==> src/inc/tkc_defs.svh <==
`ifndef TKC_DEFS_SVH
`define TKC_DEFS_SVH

// Register byte offsets on the AXI4-Lite bus
`define TKC_ADDR_W        6
`define TKC_OFF_CF_HIGH   6'h00
`define TKC_OFF_CF_LOW    6'h04
`define TKC_OFF_AUX_LOW   6'h08
`define TKC_OFF_CAP       6'h0C
`define TKC_OFF_SENSE     6'h10
`define TKC_OFF_KEYPIN    6'h14
`define TKC_OFF_CTL       6'h18
`define TKC_OFF_OVF       6'h1C
`define TKC_OFF_SUPPLY    6'h20

// Reset values
`define TKC_RST_ZERO      8'h00
`define TKC_RST_CAP       8'h01

// measure_control fields
`define TKC_CTL_CF_EN     7
`define TKC_CTL_AUX_EN    6
`define TKC_CTL_START     5
`define TKC_CTL_REF_EN    4
`define TKC_CTL_REF_CLR   3
`define TKC_CTL_CF_CLR    2
`define TKC_CTL_AUX_CLR   1
`define TKC_CTL_SRC_SEL   0

// overflow_status fields
`define TKC_OVF_REF       5
`define TKC_OVF_CF        4
`define TKC_OVF_AUX       3

// supply_clock_power fields and writable mask
`define TKC_SUP_MASK      8'h71
`define TKC_SUP_SEL_LSB   4
`define TKC_SUP_SUB_SEL   3'h7

// Fine frequency decode in kHz
`define TKC_FREQ_BASE     10'h190
`define TKC_FREQ_STEP     10'h019

// Window length: 64 counts at code zero
`define TKC_WIN_BASE      14'h0040
`define TKC_MSB_SHIFT     4'h3

// AXI responses
`define TKC_RESP_OKAY     2'b00
`define TKC_RESP_SLVERR   2'b10

`endif

==> src/inc/tkc_pkg.sv <==
package tkc_pkg;

    typedef enum logic [1:0] {
        TKC_WR_ADDR = 2'b01,
        TKC_WR_RESP = 2'b10
    } tkc_wr_e;

    typedef enum logic [1:0] {
        TKC_RD_ADDR = 2'b01,
        TKC_RD_DATA = 2'b10
    } tkc_rd_e;

endpackage : tkc_pkg

==> src/rtl/tkc_ref_window.sv <==
`timescale 1ns/1ps
`include "tkc_defs.svh"

module tkc_ref_window
    import tkc_pkg::*;
(
    input  wire logic        aclk,
    input  wire logic        aresetn,
    input  wire logic        clr,
    input  wire logic        tick,
    input  wire logic [2:0]  win_sel,
    output logic             ovf,
    output logic [2:0]       hop_msbs
);

    logic [12:0] cnt_q;
    logic [12:0] cnt_d;
    logic [13:0] limit;
    logic [12:0] shifted;

    always_comb begin
        limit    = (`TKC_WIN_BASE << win_sel) - 14'h0001;
        ovf      = tick && !clr && (cnt_q == limit[12:0]);
        shifted  = cnt_q >> (`TKC_MSB_SHIFT + {1'b0, win_sel});
        hop_msbs = shifted[2:0];
        cnt_d    = cnt_q;
        if (clr) begin
            cnt_d = 13'h0000;
        end else if (ovf) begin
            cnt_d = 13'h0000;
        end else if (tick) begin
            cnt_d = cnt_q + 13'h0001;
        end
    end

    always_ff @(posedge aclk) begin
        if (!aresetn) begin
            cnt_q <= 13'h0000;
        end else begin
            cnt_q <= cnt_d;
        end
    end

    a_window_end: assert property (@(posedge aclk) disable iff (!aresetn)
        ovf |-> cnt_q == limit[12:0] && limit[13] == 1'b0)
        else $error("Window ended off its length");

    a_ref_clear: assert property (@(posedge aclk) disable iff (!aresetn)
        clr |=> cnt_q == 13'h0000)
        else $error("Reference counter not cleared");

endmodule : tkc_ref_window

==> src/rtl/tkc_top.sv <==
// Local design decisions: the AXI4-Lite interface to the registers and the register addresses.
`timescale 1ns/1ps
`include "tkc_defs.svh"
module tkc_top
    import tkc_pkg::*;
(
    input  wire logic                   aclk,
    input  wire logic                   aresetn,
    input  wire logic [`TKC_ADDR_W-1:0] s_axi_awaddr,
    input  wire logic                   s_axi_awvalid,
    output logic                        s_axi_awready,
    input  wire logic [31:0]            s_axi_wdata,
    input  wire logic [3:0]             s_axi_wstrb,
    input  wire logic                   s_axi_wvalid,
    output logic                        s_axi_wready,
    output logic [1:0]                  s_axi_bresp,
    output logic                        s_axi_bvalid,
    input  wire logic                   s_axi_bready,
    input  wire logic [`TKC_ADDR_W-1:0] s_axi_araddr,
    input  wire logic                   s_axi_arvalid,
    output logic                        s_axi_arready,
    output logic [31:0]                 s_axi_rdata,
    output logic [1:0]                  s_axi_rresp,
    output logic                        s_axi_rvalid,
    input  wire logic                   s_axi_rready,
    input  wire logic [3:0]             key_osc_in,
    input  wire logic                   ref_osc_in,
    input  wire logic                   sub_clk_in,
    input  wire logic                   touch_irq_enable,
    input  wire logic                   global_irq_enable,
    input  wire logic                   touch_irq_clear,
    output logic [1:0]                  key_mux_sel,
    output logic                        double_freq_en,
    output logic                        filter_en,
    output logic [2:0]                  fine_freq_code,
    output logic [9:0]                  sense_freq_khz,
    output logic [3:0]                  key_osc_en,
    output logic [3:0]                  key_touch_sel,
    output logic [7:0]                  osc_cap_select,
    output logic                        ref_clock_en,
    output logic                        output_clock_enable,
    output logic                        normal_mode,
    output logic                        touch_irq_request,
    output logic                        touch_irq
);

    function automatic logic addr_mapped(input logic [`TKC_ADDR_W-1:0] a);
        addr_mapped = (a <= `TKC_OFF_SUPPLY) && (a[1:0] == 2'b00);
    endfunction : addr_mapped

    function automatic logic [9:0] freq_khz(input logic [2:0] code);
        logic [9:0] step;
        step     = `TKC_FREQ_STEP * {7'h00, code};
        freq_khz = `TKC_FREQ_BASE + step;
    endfunction : freq_khz

    tkc_wr_e     wr_st_q, wr_st_d;
    tkc_rd_e     rd_st_q, rd_st_d;
    logic        aw_have_q, aw_have_d, w_have_q, w_have_d;
    logic [`TKC_ADDR_W-1:0] waddr_q, waddr_d;
    logic [7:0]  wbyte_q, wbyte_d;
    logic        wlane_q, wlane_d;
    logic        awready_q, awready_d, wready_q, wready_d;
    logic        bvalid_q, bvalid_d, arready_q, arready_d;
    logic        rvalid_q, rvalid_d;
    logic [1:0]  bresp_q, bresp_d, rresp_q, rresp_d;
    logic [7:0]  rdata_q, rdata_d;
    logic [7:0]  cap_q, cap_d, sense_q, sense_d, key_q, key_d;
    logic [7:0]  ctl_q, ctl_d, sup_q, sup_d;
    logic [2:0]  win_q, win_d;
    logic        ref_ovf_q, ref_ovf_d, cf_ovf_q, cf_ovf_d;
    logic        aux_ovf_q, aux_ovf_d;
    logic [15:0] cf_cnt_q, cf_cnt_d;
    logic [9:0]  aux_cnt_q, aux_cnt_d;
    logic        output_clock_enable_q, output_clock_enable_d, rise_q, rise_d;
    logic        irq_req_q, irq_req_d, irq_q, irq_d;
    logic [2:0]  code_q, code_d;
    logic [9:0]  khz_q, khz_d;
    logic [5:0]  prev_q, prev_d;
    logic [6:0]  pre_q, pre_d;
    logic [5:0]  edges;
    logic [6:0]  pre_mask;
    logic        wr_fire, start_rise, sense_edge, sup_tick;
    logic        cf_tick, aux_tick, ref_tick, ref_clr, ref_ovf;
    logic [2:0]  hop_msbs;
    logic [7:0]  rd_byte;

    tkc_ref_window u_window (
        .aclk     (aclk),
        .aresetn  (aresetn),
        .clr      (ref_clr),
        .tick     (ref_tick),
        .win_sel  (win_q),
        .ovf      (ref_ovf),
        .hop_msbs (hop_msbs)
    );

    always_comb begin
        edges      = {sub_clk_in, ref_osc_in, key_osc_in} & ~prev_q;
        sense_edge = edges[sense_q[7:6]];
        pre_mask   = 7'((8'h02 << sup_q[6:4]) - 8'h01);
        sup_tick   = (sup_q[6:4] == `TKC_SUP_SUB_SEL) ? edges[5]
                   : ((pre_q & pre_mask) == pre_mask);
        cf_tick    = output_clock_enable_q && ctl_q[`TKC_CTL_CF_EN] && sense_edge;
        aux_tick   = output_clock_enable_q && ctl_q[`TKC_CTL_AUX_EN] && sup_tick;
        ref_tick   = output_clock_enable_q && ctl_q[`TKC_CTL_REF_EN]
                   && (ctl_q[`TKC_CTL_SRC_SEL] ? edges[3] : edges[4]);
        ref_clr    = ctl_q[`TKC_CTL_REF_CLR] || rise_q;
        case (s_axi_araddr)
            `TKC_OFF_CF_HIGH: rd_byte = cf_cnt_q[15:8];
            `TKC_OFF_CF_LOW:  rd_byte = cf_cnt_q[7:0];
            `TKC_OFF_AUX_LOW: rd_byte = aux_cnt_q[7:0];
            `TKC_OFF_CAP:     rd_byte = cap_q;
            `TKC_OFF_SENSE:   rd_byte = sense_q;
            `TKC_OFF_KEYPIN:  rd_byte = key_q;
            `TKC_OFF_CTL:     rd_byte = ctl_q;
            `TKC_OFF_OVF:     rd_byte = {aux_cnt_q[9:8], ref_ovf_q,
                                         cf_ovf_q, aux_ovf_q, win_q};
            `TKC_OFF_SUPPLY:  rd_byte = sup_q;
            default:          rd_byte = `TKC_RST_ZERO;
        endcase
    end

    // Bus handshakes
    always_comb begin
        wr_st_d   = wr_st_q;
        aw_have_d = aw_have_q;
        w_have_d  = w_have_q;
        waddr_d   = waddr_q;
        wbyte_d   = wbyte_q;
        wlane_d   = wlane_q;
        bvalid_d  = bvalid_q;
        bresp_d   = bresp_q;
        rd_st_d   = rd_st_q;
        rvalid_d  = rvalid_q;
        rresp_d   = rresp_q;
        rdata_d   = rdata_q;
        wr_fire   = 1'b0;
        case (wr_st_q)
            TKC_WR_ADDR: begin
                if (s_axi_awvalid && awready_q) begin
                    aw_have_d = 1'b1;
                    waddr_d   = s_axi_awaddr;
                end
                if (s_axi_wvalid && wready_q) begin
                    w_have_d = 1'b1;
                    wbyte_d  = s_axi_wdata[7:0];
                    wlane_d  = s_axi_wstrb[0];
                end
                if (aw_have_q && w_have_q) begin
                    wr_fire   = 1'b1;
                    aw_have_d = 1'b0;
                    w_have_d  = 1'b0;
                    bvalid_d  = 1'b1;
                    bresp_d   = addr_mapped(waddr_q) ? `TKC_RESP_OKAY
                                                     : `TKC_RESP_SLVERR;
                    wr_st_d   = TKC_WR_RESP;
                end
            end
            TKC_WR_RESP: begin
                if (s_axi_bready) begin
                    bvalid_d = 1'b0;
                    wr_st_d  = TKC_WR_ADDR;
                end
            end
            default: wr_st_d = TKC_WR_ADDR;
        endcase
        case (rd_st_q)
            TKC_RD_ADDR: begin
                if (s_axi_arvalid && arready_q) begin
                    rdata_d  = rd_byte;
                    rresp_d  = addr_mapped(s_axi_araddr) ? `TKC_RESP_OKAY
                                                         : `TKC_RESP_SLVERR;
                    rvalid_d = 1'b1;
                    rd_st_d  = TKC_RD_DATA;
                end
            end
            TKC_RD_DATA: begin
                if (s_axi_rready) begin
                    rvalid_d = 1'b0;
                    rd_st_d  = TKC_RD_ADDR;
                end
            end
            default: rd_st_d = TKC_RD_ADDR;
        endcase
        awready_d = (wr_st_d == TKC_WR_ADDR) && !aw_have_d;
        wready_d  = (wr_st_d == TKC_WR_ADDR) && !w_have_d;
        arready_d = (rd_st_d == TKC_RD_ADDR);
    end

    // Registers, counters and measurement window
    always_comb begin
        cap_d     = cap_q;
        sense_d   = sense_q;
        key_d     = key_q;
        sup_d     = sup_q;
        win_d     = win_q;
        ref_ovf_d = ref_ovf_q;
        cf_ovf_d  = cf_ovf_q;
        aux_ovf_d = aux_ovf_q;
        ctl_d     = ctl_q;
        ctl_d[`TKC_CTL_REF_CLR] = 1'b0;
        ctl_d[`TKC_CTL_CF_CLR]  = 1'b0;
        ctl_d[`TKC_CTL_AUX_CLR] = 1'b0;
        if (wr_fire && wlane_q) begin
            case (waddr_q)
                `TKC_OFF_CAP:    cap_d   = wbyte_q;
                `TKC_OFF_SENSE:  sense_d = wbyte_q;
                `TKC_OFF_KEYPIN: key_d   = wbyte_q;
                `TKC_OFF_CTL:    ctl_d   = wbyte_q;
                `TKC_OFF_OVF: begin
                    ref_ovf_d = wbyte_q[`TKC_OVF_REF];
                    cf_ovf_d  = wbyte_q[`TKC_OVF_CF];
                    aux_ovf_d = wbyte_q[`TKC_OVF_AUX];
                    win_d     = wbyte_q[2:0];
                end
                `TKC_OFF_SUPPLY: sup_d   = wbyte_q & `TKC_SUP_MASK;
                default:         cap_d   = cap_q;
            endcase
        end
        start_rise = ctl_d[`TKC_CTL_START] && !ctl_q[`TKC_CTL_START];
        rise_d     = start_rise;
        output_clock_enable_d     = output_clock_enable_q;
        irq_req_d  = irq_req_q && !touch_irq_clear;
        if (start_rise) begin
            output_clock_enable_d    = 1'b1;
            ref_ovf_d = 1'b0;
        end
        if (!ctl_d[`TKC_CTL_START]) begin
            output_clock_enable_d = 1'b0;
        end
        if (ref_ovf) begin
            ref_ovf_d = 1'b1;
            output_clock_enable_d    = 1'b0;
            irq_req_d = 1'b1;
            ctl_d[`TKC_CTL_CF_EN]  = 1'b0;
            ctl_d[`TKC_CTL_AUX_EN] = 1'b0;
        end
        cf_cnt_d = cf_cnt_q;
        if (ctl_q[`TKC_CTL_CF_CLR]) begin
            cf_cnt_d = 16'h0000;
        end else if (cf_tick) begin
            cf_cnt_d = cf_cnt_q + 16'h0001;
            if (cf_cnt_q == 16'hFFFF) begin
                cf_ovf_d = 1'b1;
            end
        end
        aux_cnt_d = aux_cnt_q;
        if (ctl_q[`TKC_CTL_AUX_CLR]) begin
            aux_cnt_d = 10'h000;
        end else if (aux_tick) begin
            aux_cnt_d = aux_cnt_q + 10'h001;
            if (aux_cnt_q == 10'h3FF) begin
                aux_ovf_d = 1'b1;
            end
        end
        irq_d  = irq_req_q && touch_irq_enable && global_irq_enable;
        code_d = sense_d[3] ? hop_msbs : sense_d[2:0];
        khz_d  = freq_khz(code_d);
        prev_d = {sub_clk_in, ref_osc_in, key_osc_in};
        pre_d  = pre_q + 7'h01;
    end

    always_ff @(posedge aclk) begin
        if (!aresetn) begin
            wr_st_q   <= TKC_WR_ADDR;
            rd_st_q   <= TKC_RD_ADDR;
            aw_have_q <= 1'b0;
            w_have_q  <= 1'b0;
            waddr_q   <= `TKC_OFF_CF_HIGH;
            wbyte_q   <= `TKC_RST_ZERO;
            wlane_q   <= 1'b0;
            awready_q <= 1'b0;
            wready_q  <= 1'b0;
            arready_q <= 1'b0;
            bvalid_q  <= 1'b0;
            rvalid_q  <= 1'b0;
            bresp_q   <= `TKC_RESP_OKAY;
            rresp_q   <= `TKC_RESP_OKAY;
            rdata_q   <= `TKC_RST_ZERO;
            cap_q     <= `TKC_RST_CAP;
            sense_q   <= `TKC_RST_ZERO;
            key_q     <= `TKC_RST_ZERO;
            ctl_q     <= `TKC_RST_ZERO;
            sup_q     <= `TKC_RST_ZERO;
            win_q     <= 3'h0;
            ref_ovf_q <= 1'b0;
            cf_ovf_q  <= 1'b0;
            aux_ovf_q <= 1'b0;
            cf_cnt_q  <= 16'h0000;
            aux_cnt_q <= 10'h000;
            output_clock_enable_q    <= 1'b0;
            rise_q    <= 1'b0;
            irq_req_q <= 1'b0;
            irq_q     <= 1'b0;
            code_q    <= 3'h0;
            khz_q     <= `TKC_FREQ_BASE;
            prev_q    <= 6'h00;
            pre_q     <= 7'h00;
        end else begin
            wr_st_q   <= wr_st_d;
            rd_st_q   <= rd_st_d;
            aw_have_q <= aw_have_d;
            w_have_q  <= w_have_d;
            waddr_q   <= waddr_d;
            wbyte_q   <= wbyte_d;
            wlane_q   <= wlane_d;
            awready_q <= awready_d;
            wready_q  <= wready_d;
            arready_q <= arready_d;
            bvalid_q  <= bvalid_d;
            rvalid_q  <= rvalid_d;
            bresp_q   <= bresp_d;
            rresp_q   <= rresp_d;
            rdata_q   <= rdata_d;
            cap_q     <= cap_d;
            sense_q   <= sense_d;
            key_q     <= key_d;
            ctl_q     <= ctl_d;
            sup_q     <= sup_d;
            win_q     <= win_d;
            ref_ovf_q <= ref_ovf_d;
            cf_ovf_q  <= cf_ovf_d;
            aux_ovf_q <= aux_ovf_d;
            cf_cnt_q  <= cf_cnt_d;
            aux_cnt_q <= aux_cnt_d;
            output_clock_enable_q    <= output_clock_enable_d;
            rise_q    <= rise_d;
            irq_req_q <= irq_req_d;
            irq_q     <= irq_d;
            code_q    <= code_d;
            khz_q     <= khz_d;
            prev_q    <= prev_d;
            pre_q     <= pre_d;
        end
    end

    assign s_axi_awready       = awready_q;
    assign s_axi_wready        = wready_q;
    assign s_axi_bvalid        = bvalid_q;
    assign s_axi_bresp         = bresp_q;
    assign s_axi_arready       = arready_q;
    assign s_axi_rvalid        = rvalid_q;
    assign s_axi_rresp         = rresp_q;
    assign s_axi_rdata         = {24'h00_0000, rdata_q};
    assign key_mux_sel         = sense_q[7:6];
    assign double_freq_en      = sense_q[5];
    assign filter_en           = sense_q[4];
    assign fine_freq_code      = code_q;
    assign sense_freq_khz      = khz_q;
    assign key_osc_en          = key_q[7:4];
    assign key_touch_sel       = key_q[3:0];
    assign osc_cap_select      = cap_q;
    assign ref_clock_en        = ctl_q[`TKC_CTL_REF_EN];
    assign output_clock_enable = output_clock_enable_q;
    assign normal_mode         = sup_q[0];
    assign touch_irq_request   = irq_req_q;
    assign touch_irq           = irq_q;

    a_start_opens: assert property (@(posedge aclk) disable iff (!aresetn)
        rise_q && !$past(ref_ovf) |-> output_clock_enable_q && !ref_ovf_q)
        else $error("Start rise did not open the window");

    a_start_low: assert property (@(posedge aclk) disable iff (!aresetn)
        !ctl_q[`TKC_CTL_START] |-> !output_clock_enable_q && !ref_tick)
        else $error("Clock enabled while start is low");

    a_ovf_effects: assert property (@(posedge aclk) disable iff (!aresetn)
        ref_ovf |=> ref_ovf_q && !output_clock_enable_q && irq_req_q)
        else $error("Window overflow effects missing");

    a_ovf_stops_cnt: assert property (@(posedge aclk) disable iff (!aresetn)
        ref_ovf |=> !ctl_q[`TKC_CTL_CF_EN] && !ctl_q[`TKC_CTL_AUX_EN])
        else $error("Counter enables survived overflow");

    a_irq_gating: assert property (@(posedge aclk) disable iff (!aresetn)
        touch_irq == $past(irq_req_q && touch_irq_enable
                           && global_irq_enable))
        else $error("Interrupt output not gated correctly");

    a_cf_clear: assert property (@(posedge aclk) disable iff (!aresetn)
        ctl_q[`TKC_CTL_CF_CLR] |=> cf_cnt_q == 16'h0000)
        else $error("Capacitance counter not cleared");

    a_cf_counts: assert property (@(posedge aclk) disable iff (!aresetn)
        cf_tick && !ctl_q[`TKC_CTL_CF_CLR]
        |=> cf_cnt_q == $past(cf_cnt_q) + 16'h0001)
        else $error("Capacitance counter missed an edge");

    a_freq_decode: assert property (@(posedge aclk) disable iff (!aresetn)
        sense_freq_khz == 10'h190 + 10'h019 * {7'h00, fine_freq_code})
        else $error("Frequency decode mismatch");

    a_soft_freq: assert property (@(posedge aclk) disable iff (!aresetn)
        !sense_q[3] |-> fine_freq_code == sense_q[2:0])
        else $error("Software frequency not applied");

endmodule : tkc_top

==> config.mk <==
export PLATFORM = sky130hd
export DESIGN_NAME = tkc_top
export DESIGN_NICKNAME = d
export VERILOG_FILES = /design/src/inc/tkc_pkg.sv /design/src/rtl/tkc_ref_window.sv /design/src/rtl/tkc_top.sv
export VERILOG_INCLUDE_DIRS = /design/src /design/src/inc
export SDC_FILE = /design/constraint.sdc
export NUM_CORES = 1
export LEC_CHECK = 0
export BUFFER_PORTS_ARGS = -buffer_cell sky130_fd_sc_hd__buf_4
export CORE_MARGIN = 3
export CORE_UTILIZATION = 44
export CTS_CLUSTER_SIZE = 40
export DETAILED_ROUTE_END_ITERATION = 16
export PLACE_DENSITY_LB_ADDON = 0.2
export SYNTH_ARGS = -nofsm -noshare
export SYNTH_HDL_FRONTEND = slang
export SYNTH_SLANG_ARGS = --single-unit
export TNS_END_PERCENT = 100
==> constraint.sdc <==
create_clock -name aclk -period 9.1 [get_ports aclk]
set_input_delay 0.455 -clock aclk [delete_from_list [all_inputs] [get_ports aclk]]
set_output_delay 0.455 -clock aclk [all_outputs]
set_load 0.05 [all_outputs]
# Word-level counts from Yosys, hierarchy flattened
# Cells that the tools add are included.
[word_totals] out_inout_bits=79 reg_bits=149 inputBits=64 elab_cells=188
[classes] shift=3 n_eq_ne=29 n_mul=1 magnitude_cmp=3 mux=47 reduce_logical=53 n_bitwise=5 addsub=8
[ops] cell="$pmux 8 s9" n=1
[ops] cell="$eq 6x5->1 const B" n=8
[ops] cell="$mux 1" n=30
[ops] cell="$reduce_and 2->1" n=11
[ops] cell="$logic_and 1x1->1" n=21
[ops] cell="$eq 6x4->1 const B" n=3
[ops] cell="$add 16x1->16 const B" n=1
[ops] cell="$eq 16x16->1 const B" n=1
[ops] cell="$add 13x1->13 const B" n=1
[ops] cell="$eq 13x13->1" n=1
[ops] cell="$shl 7x3->13 const A" n=1
[ops] cell="$shr 13x4->3" n=1
[ops] cell="$sub 13x1->13 const B" n=1
[ops] cell="$eq 6x6->1 const B" n=2
[ops] cell="$le 6x6->1 const B" n=2
[ops] cell="$mux 2" n=6
[ops] cell="$mux 6" n=2
[ops] cell="$add 10x1->10 const B" n=1
[ops] cell="$add 9x8->10 const A" n=1
[ops] cell="$eq 10x10->1 const B" n=1
[ops] cell="$reduce_and 3->1" n=3
[ops] cell="$eq 2x1->1 const B" n=4
[ops] cell="$mul 5x3->8 const A" n=1
[ops] cell="$mux 4" n=2
[ops] cell="other kinds (26)" n=43

# Depth between registers and ports, before layout
[depth] depth_word=8 ltp_mapped=15 ltp_nobuf=13

# Modules after synthesis
# A second synthesis with hierarchy kept.
[hier_totals] cells_unflattened=803 hier_area_um2=7260.7
[by_module_without_submodules] mod="tkc_top" seq_area_each_um2=2582.5 area_per_inst_um2=6178.4 instances=1 cells_each=684
[by_module_without_submodules] mod="tkc_ref_window" seq_area_each_um2=260.2 area_per_inst_um2=1082.3 instances=1 cells_each=119

# Worst setup path after synthesis
# No wires, ideal clock.
[synth_timing] path_kind="register to register" from="register waddr_q[0]" to="register khz_q[6] (netlist: sense_freq_khz[6])" stages_incl_launch_ff=12 arrival_ns=2.964 setup_ns=0.115 t_required_ns=8.985 period_less_slack_ns=3.078 setup_slack_ns=6.022 n_path_buf=1 cell_sequence="dfxtp_1 -> or3_1 -> nor4_4 -> buf_4 -> nor2_1 -> a22oi_1 -> nand2_1 -> ha_1 -> xor2_1 -> ha_1 -> fa_1 -> and2_1"
[synth_via] elab_chain_cells=6
[synth_lines] element="start: declaration" line_no="tkc_top.sv:60" source="logic [`TKC_ADDR_W-1:0] waddr_q, waddr_d;"
[synth_lines] element="start signal: assignment" line_no="tkc_top.sv:270" source="waddr_q <= `TKC_OFF_CF_HIGH;"
[synth_lines] element="start signal: assignment" line_no="tkc_top.sv:305" source="waddr_q <= waddr_d;"
[synth_lines] element="$eq 6x5->1" line_no="tkc_top.sv:206" source="case (waddr_q)"
[synth_lines] element="$mux 4" line_no="tkc_top.sv:206"
[synth_lines] element="$mux 4" line_no="tkc_top.sv:205" source="if (wr_fire && wlane_q) begin"
[synth_lines] element="$mux 3" line_no="tkc_top.sv:258" source="code_d = sense_d[3] ? hop_msbs : sense_d[2:0];"
[synth_lines] element="net code_d[2]" line_no="tkc_top.sv:77" source="logic [2:0] code_q, code_d;"
[synth_lines] element="$mul 5x3->8 (no line)"
[synth_lines] element="$add 9x8->10 (no line)"
[synth_lines] element="net khz_d[6]" line_no="tkc_top.sv:78" source="logic [9:0] khz_q, khz_d;"
[synth_lines] element="end signal: assignment" line_no="tkc_top.sv:297" source="khz_q <= `TKC_FREQ_BASE;"
[synth_lines] element="end signal: assignment" line_no="tkc_top.sv:332" source="khz_q <= khz_d;"
[synth_lines] element="end: declaration" line_no="tkc_top.sv:78"
# The timed path passes the listed nets, and every way through them passes these cells.
# A chain may end at the register's enable or synchronous reset.

# Final worst setup path
[layout_timing] from="register wr_st_q[0]" to="register khz_q[6] (netlist: sense_freq_khz[6])"
[layout_via] elab_chain_cells=7
[layout_lines] element="start: declaration" line_no="tkc_top.sv:57" source="tkc_wr_e wr_st_q, wr_st_d;"
[layout_lines] element="start signal: assignment" line_no="tkc_top.sv:301" source="wr_st_q <= wr_st_d;"
[layout_lines] element="$eq 2x1->1" line_no="tkc_top.sv:139" source="case (wr_st_q)"
[layout_lines] element="$mux 1" line_no="tkc_top.sv:139"
[layout_lines] element="$logic_and 1x1->1" line_no="tkc_top.sv:205"
[layout_lines] element="$mux 4" line_no="tkc_top.sv:205"
[layout_lines] element="$mux 3" line_no="tkc_top.sv:258"
[layout_lines] element="$mul 5x3->8 (no line)"
[layout_lines] element="$add 9x8->10 (no line)"
[layout_lines] element="net khz_d[6]" line_no="tkc_top.sv:78"
# The timed path passes the listed nets, and every way through them passes these cells.

==> results by stage <==
GRT:
- The pin count of the biggest net entering global routing is 99.
- The first global-routing pass estimated 29700 µm of wire.
- The number of global-route vias before repair is 5550.
- For this run the aggregate overflow at the end of global routing stands at 0.
- The initial antenna violation count came to 0.
- In the global route stage, overall resource usage came out at 20.7%.

Route:
- The first-pass detailed-route iteration total is 5.
- The routed layout has 5915 vias.
- The count of antenna-violating nets left after detailed routing is 0.
- The number of design rule violations left after detail routing is 0.
- The average via count per standard cell is 5.48.
- Summed over all layers, the routed wires come to 18600 µm.
- After detailed routing, the average wire length per cell comes to 17.2 µm.
- In this run, the number of DRC markers left after iteration 0 of detailed routing was 542.

Synth:
- The synthesized design contains 0 enable-type register cells.
- The most used flip-flop cell after synthesis is sky130_fd_sc_hd__dfxtp_1.
- The post-synthesis cell type with the largest combined area is sky130_fd_sc_hd__dfxtp_1.
- Summing every instance area after synthesis gives 0.00719 mm².
- The synthesis-stage register bit count is 142.
- The fraction of synthesized cell area taken by the top area cell type is 39.5%.
- The average size of a mapped cell is 9.12 µm².
- Counting flops with an async set or reset pin after synthesis yields a share of 0%.
- In the post-synthesis netlist, the biggest area contributors are sky130_fd_sc_hd__dfxtp_1 40%, sky130_fd_sc_hd__mux2i_1 6.0%, sky130_fd_sc_hd__nor2b_1 4.1%, sky130_fd_sc_hd__nand2_1 3.8%, sky130_fd_sc_hd__buf_4 3.7%.
- The number of distinct library cells after synthesis is 67.
- The post-synthesis cell count is 789.
- The share of synthesized area occupied by flip-flops and latches is 39.5%.
- For this run, the number of Yosys warnings is 0.

Critical path:
- The critical path in this run is classified as register to register.
- Along the worst path, the maximum fanout reaches 15.
- The cell that appears most often on the critical path is sky130_fd_sc_hd__ha_1.
- The category of the worst setup path launch point is a register.
- The endpoint arrival time on the critical path is 4260 ps.
- The element type at the critical path end is a register.
- In this design, the largest share of critical-path delay is due to simple AND/OR/NAND/NOR gates.
- The required time of the worst setup path is 9420 ps.
- The slowest stage of the critical path belongs to the cell sky130_fd_sc_hd__nor4_4.
- The signal on the critical path passes through ha_1, nand3_1, nor4_4, a211oi_1, a21oi_1, ha_1, xor2_1, ha_1, fa_1, and2_1.
- The worst path buffer plus inverter count is 0.
- For this run, the slowest stage of the critical path takes 940 ps.

Timing:
- The final period demand of the worst path is 3940 ps.
- The number of endpoints failing setup at the final stage is 0.
- Of the available clock period, the critical path in the final layout requires 43.3%.
- The final count of pins violating max slew is 0.
- For the pin with the worst max-slew slack, the measured transition is 1120 ps.
- Clock skew on the completed layout was measured at 9.44 ps.
- For this run, the top clock speed supported by timing is 0.254 GHz.
- The number of hold violations in the final report was 0.
- Headroom to the max-slew limit came out at 24.5%.
- Setup repair after global routing left no endpoint under its margin.
- Setup total negative slack on the finished layout was measured at 0 ps.
- The worst hold margin is 246 ps.

Placement:
- The HPWL after detailed placement is 13600 µm.
- In this run the tool buffered the top-level ports with 89 buffer cells.
- The number of placed instances, taps included, is 1048.
- At the end of routability-driven placement, the weighted congestion stood at 0.860.

Power and ir drop:
- The design draws 1.63 mW.
- The worst voltage drop across the vdd grid is 0.151 mV.
- The internal portion of total power is 1.19 mW.
- Per report_power, the clock group accounts for 44.7% of the total.
- The analysis attributes to net switching a power of 0.443 mW.
- For this design the static power due to leakage is 3.21 nW.
- Dividing total power by cell area gives a power density of 194 mW/mm².
- Of the total power, the share spent switching nets is 27.1%.
- Of the total power, combinational logic draws 13.2%.
- Of the total power, registers draw 42.1%.

Floorplan:
- The standard cell core area is 0.0159 mm².
- The number of placement rows is 46.
- The die is 134 µm wide.
- The floorplan die height is 134 µm.
- The initial utilization of the core area, before any placement, comes to 45.1%.
- The total die area is 0.0179 mm².
- During I/O placement, the number of pins put on the boundary was 143.

Layout:
- The post-synthesis to final-layout area growth is 17.2%.
- The share of final-layout standard cells stronger than drive strength 1 is 16.9%.
- The number of antenna diodes in the final layout is 0.
- The final non-filler cell total is 1079.
- The post-layout utilization of the core is 52.9%.
- The number of nets in the layout is 928.

Clocking:
- In this run, post-CTS hold repair placed 0 buffers.
- The clock-pin transition on the worst setup and hold timing paths is 60 ps.
- The CTS sink count is 142.
- The TritonCTS buffer count is 17.
- No sink is reached through more buffers than the 2 on the longest clock path.
- TritonCTS built the clock tree.
- In this run the clock root is driven by a sky130_fd_sc_hd__clkbuf_16.
- The clock tree synthesis step divided the H-tree into 4 levels.
- Once the clock tree was built, the resizer swapped 0 gates to a different size.
- The later pin in the worst-skew pair is clocked with a latency of 430 ps.
- The number of setup buffers added after CTS is 0.

Flow run:
- The tool flagged a number of max-cap violations equal to 0.

Hold path:
- The path type of the worst min-delay path is input pin to register.

Run status:
- The run finished with clean final reports.
per-stage QoR:
stage	setup slack [ps]	area [µm²]
after detailed placement	5220	7800
final	5160	8430
after floorplan	6020	7290
after CTS	5210	8430
after global placement	5310	7800
after global routing	4850	8430
power by group through the flow:
stage,logic [mW],registers [mW],clock network [mW]
after floorplan,0.140,0.724,0
after global placement,0.211,0.700,0
after detailed placement,0.216,0.702,0
after CTS,0.217,0.688,0.739
after global routing,0.236,0.693,0.768
final,0.216,0.688,0.730
worst reg2reg max path, delay by kind of cell (launching register included):
kind,cells,cell delay [ps]
AO/OA/AOI/OAI,2,530
XOR/XNOR,1,170
adder cells (fa/ha/maj),4,1310
flip-flops,1,370
AND/OR/NAND/NOR,3,1450
layer usage:
layer,global-route usage (%),share of wire [%],up-vias
met5,0,0,-
met4,5.94,1.1,0
met3,3.71,6.1,21
met2,33.5,47,183
met1,28.4,46,2839
li1,-,-,2872
placed cells by master, fill, tap and decap left out, drive strengths merged, types with 6 or more instances in the layout:
master / Yosys / layout
nor2: 48 / 48
a21boi: 18 / 18
conb: 1 / 26
nand2b: 11 / 11
xnor2: 24 / 24
nand3: 28 / 28
nor2b: 47 / 47
or4: 6 / 6
a22oi: 22 / 22
mux2i: 43 / 43
ha: 12 / 12
a21oi: 15 / 15
nand2: 73 / 73
mux2: 7 / 7
nor4: 9 / 9
and4: 8 / 8
nand4: 7 / 7
and3: 18 / 18
inv: 15 / 15
and2: 19 / 19
xor2: 10 / 10
o21a: 11 / 11
o21ai: 19 / 19
clkbuf: 23 / 22
nor3: 25 / 25
dfxtp: 142 / 142
a22o: 12 / 12
buf: 48 / 89
synthesized netlist by cell type, types with 8 or more instances:
| library cell | count |
|---|---|
| sky130_fd_sc_hd__and3_1 | 18 |
| sky130_fd_sc_hd__a21boi_0 | 18 |
| sky130_fd_sc_hd__buf_2 | 8 |
| sky130_fd_sc_hd__o21a_1 | 11 |
| sky130_fd_sc_hd__o21ai_0 | 18 |
| sky130_fd_sc_hd__buf_4 | 35 |
| sky130_fd_sc_hd__a22o_1 | 12 |
| sky130_fd_sc_hd__nor2_1 | 48 |
| sky130_fd_sc_hd__and4_1 | 8 |
| sky130_fd_sc_hd__inv_1 | 15 |
| sky130_fd_sc_hd__nand2_1 | 73 |
| sky130_fd_sc_hd__a21oi_1 | 15 |
| sky130_fd_sc_hd__mux2i_1 | 43 |
| sky130_fd_sc_hd__a22oi_1 | 22 |
| sky130_fd_sc_hd__xnor2_1 | 24 |
| sky130_fd_sc_hd__nor3_1 | 22 |
| sky130_fd_sc_hd__xor2_1 | 10 |
| sky130_fd_sc_hd__dfxtp_1 | 142 |
| sky130_fd_sc_hd__nand3_1 | 28 |
| sky130_fd_sc_hd__clkbuf_1 | 23 |
| sky130_fd_sc_hd__ha_1 | 12 |
| sky130_fd_sc_hd__and2_1 | 19 |
| sky130_fd_sc_hd__nand2b_1 | 11 |
| sky130_fd_sc_hd__nor2b_1 | 47 |
cell type report:
type,count,area (µm²)
Timing Repair Buffer,89,668
Multi-Input combinational cell,586,3970
Tap cell,216,270
Sequential cell,142,2840
Fill cell,1498,7510
Inverter,15,56.3
Clock inverter,9,133
Clock buffer,22,494
state kept, by name, indices dropped and copies added (netlist names), 2 cells and up:
name and flops:
win_q 3, u_window.cnt_q 13, sense_freq_khz 6, wbyte_q 8, sense_q 8, pre_q 7
rd_st_q 2, osc_cap_select 8, rdata_q 8, aux_cnt_q 10, ctl_q 8, prev_q 6
sup_q 4, key_q 8, wr_st_q 2, fine_freq_code 2, waddr_q 6, cf_cnt_q 16
path summary, 6_finish.rpt:
| kind | endpoint | start | cells after the start | slack (ps) |
|---|---|---|---|---|
| hold / removal | prev_q[5]$_SDFF_PN0_ | sub_clk_in | 2 | 250 |
| setup / recovery | sense_freq_khz[6]$_SDFF_PN0_ | wr_st_q[0]$_SDFF_PN1_ | 10 | 5160 |
| setup reg to reg | sense_freq_khz[6]$_SDFF_PN0_ | wr_st_q[0]$_SDFF_PN1_ | 10 | 5160 |
| hold reg to reg | rdata_q[4]$_SDFFE_PN0P_ | rdata_q[4]$_SDFFE_PN0P_ | 2 | 450 |
kinds of logic after synthesis:
kind of cell	count (synthesis)	share of synthesized area [%]
fa+ha+maj	13	2.37
mux	55	8.64
buf+inv	86	6.66
simple gates	320	24.5
xor+xnor	34	4.14
other cells	1	0.0521
compound gates	138	14.1
flops	142	39.5
Note: power is estimated with default switching activity, not from simulation.
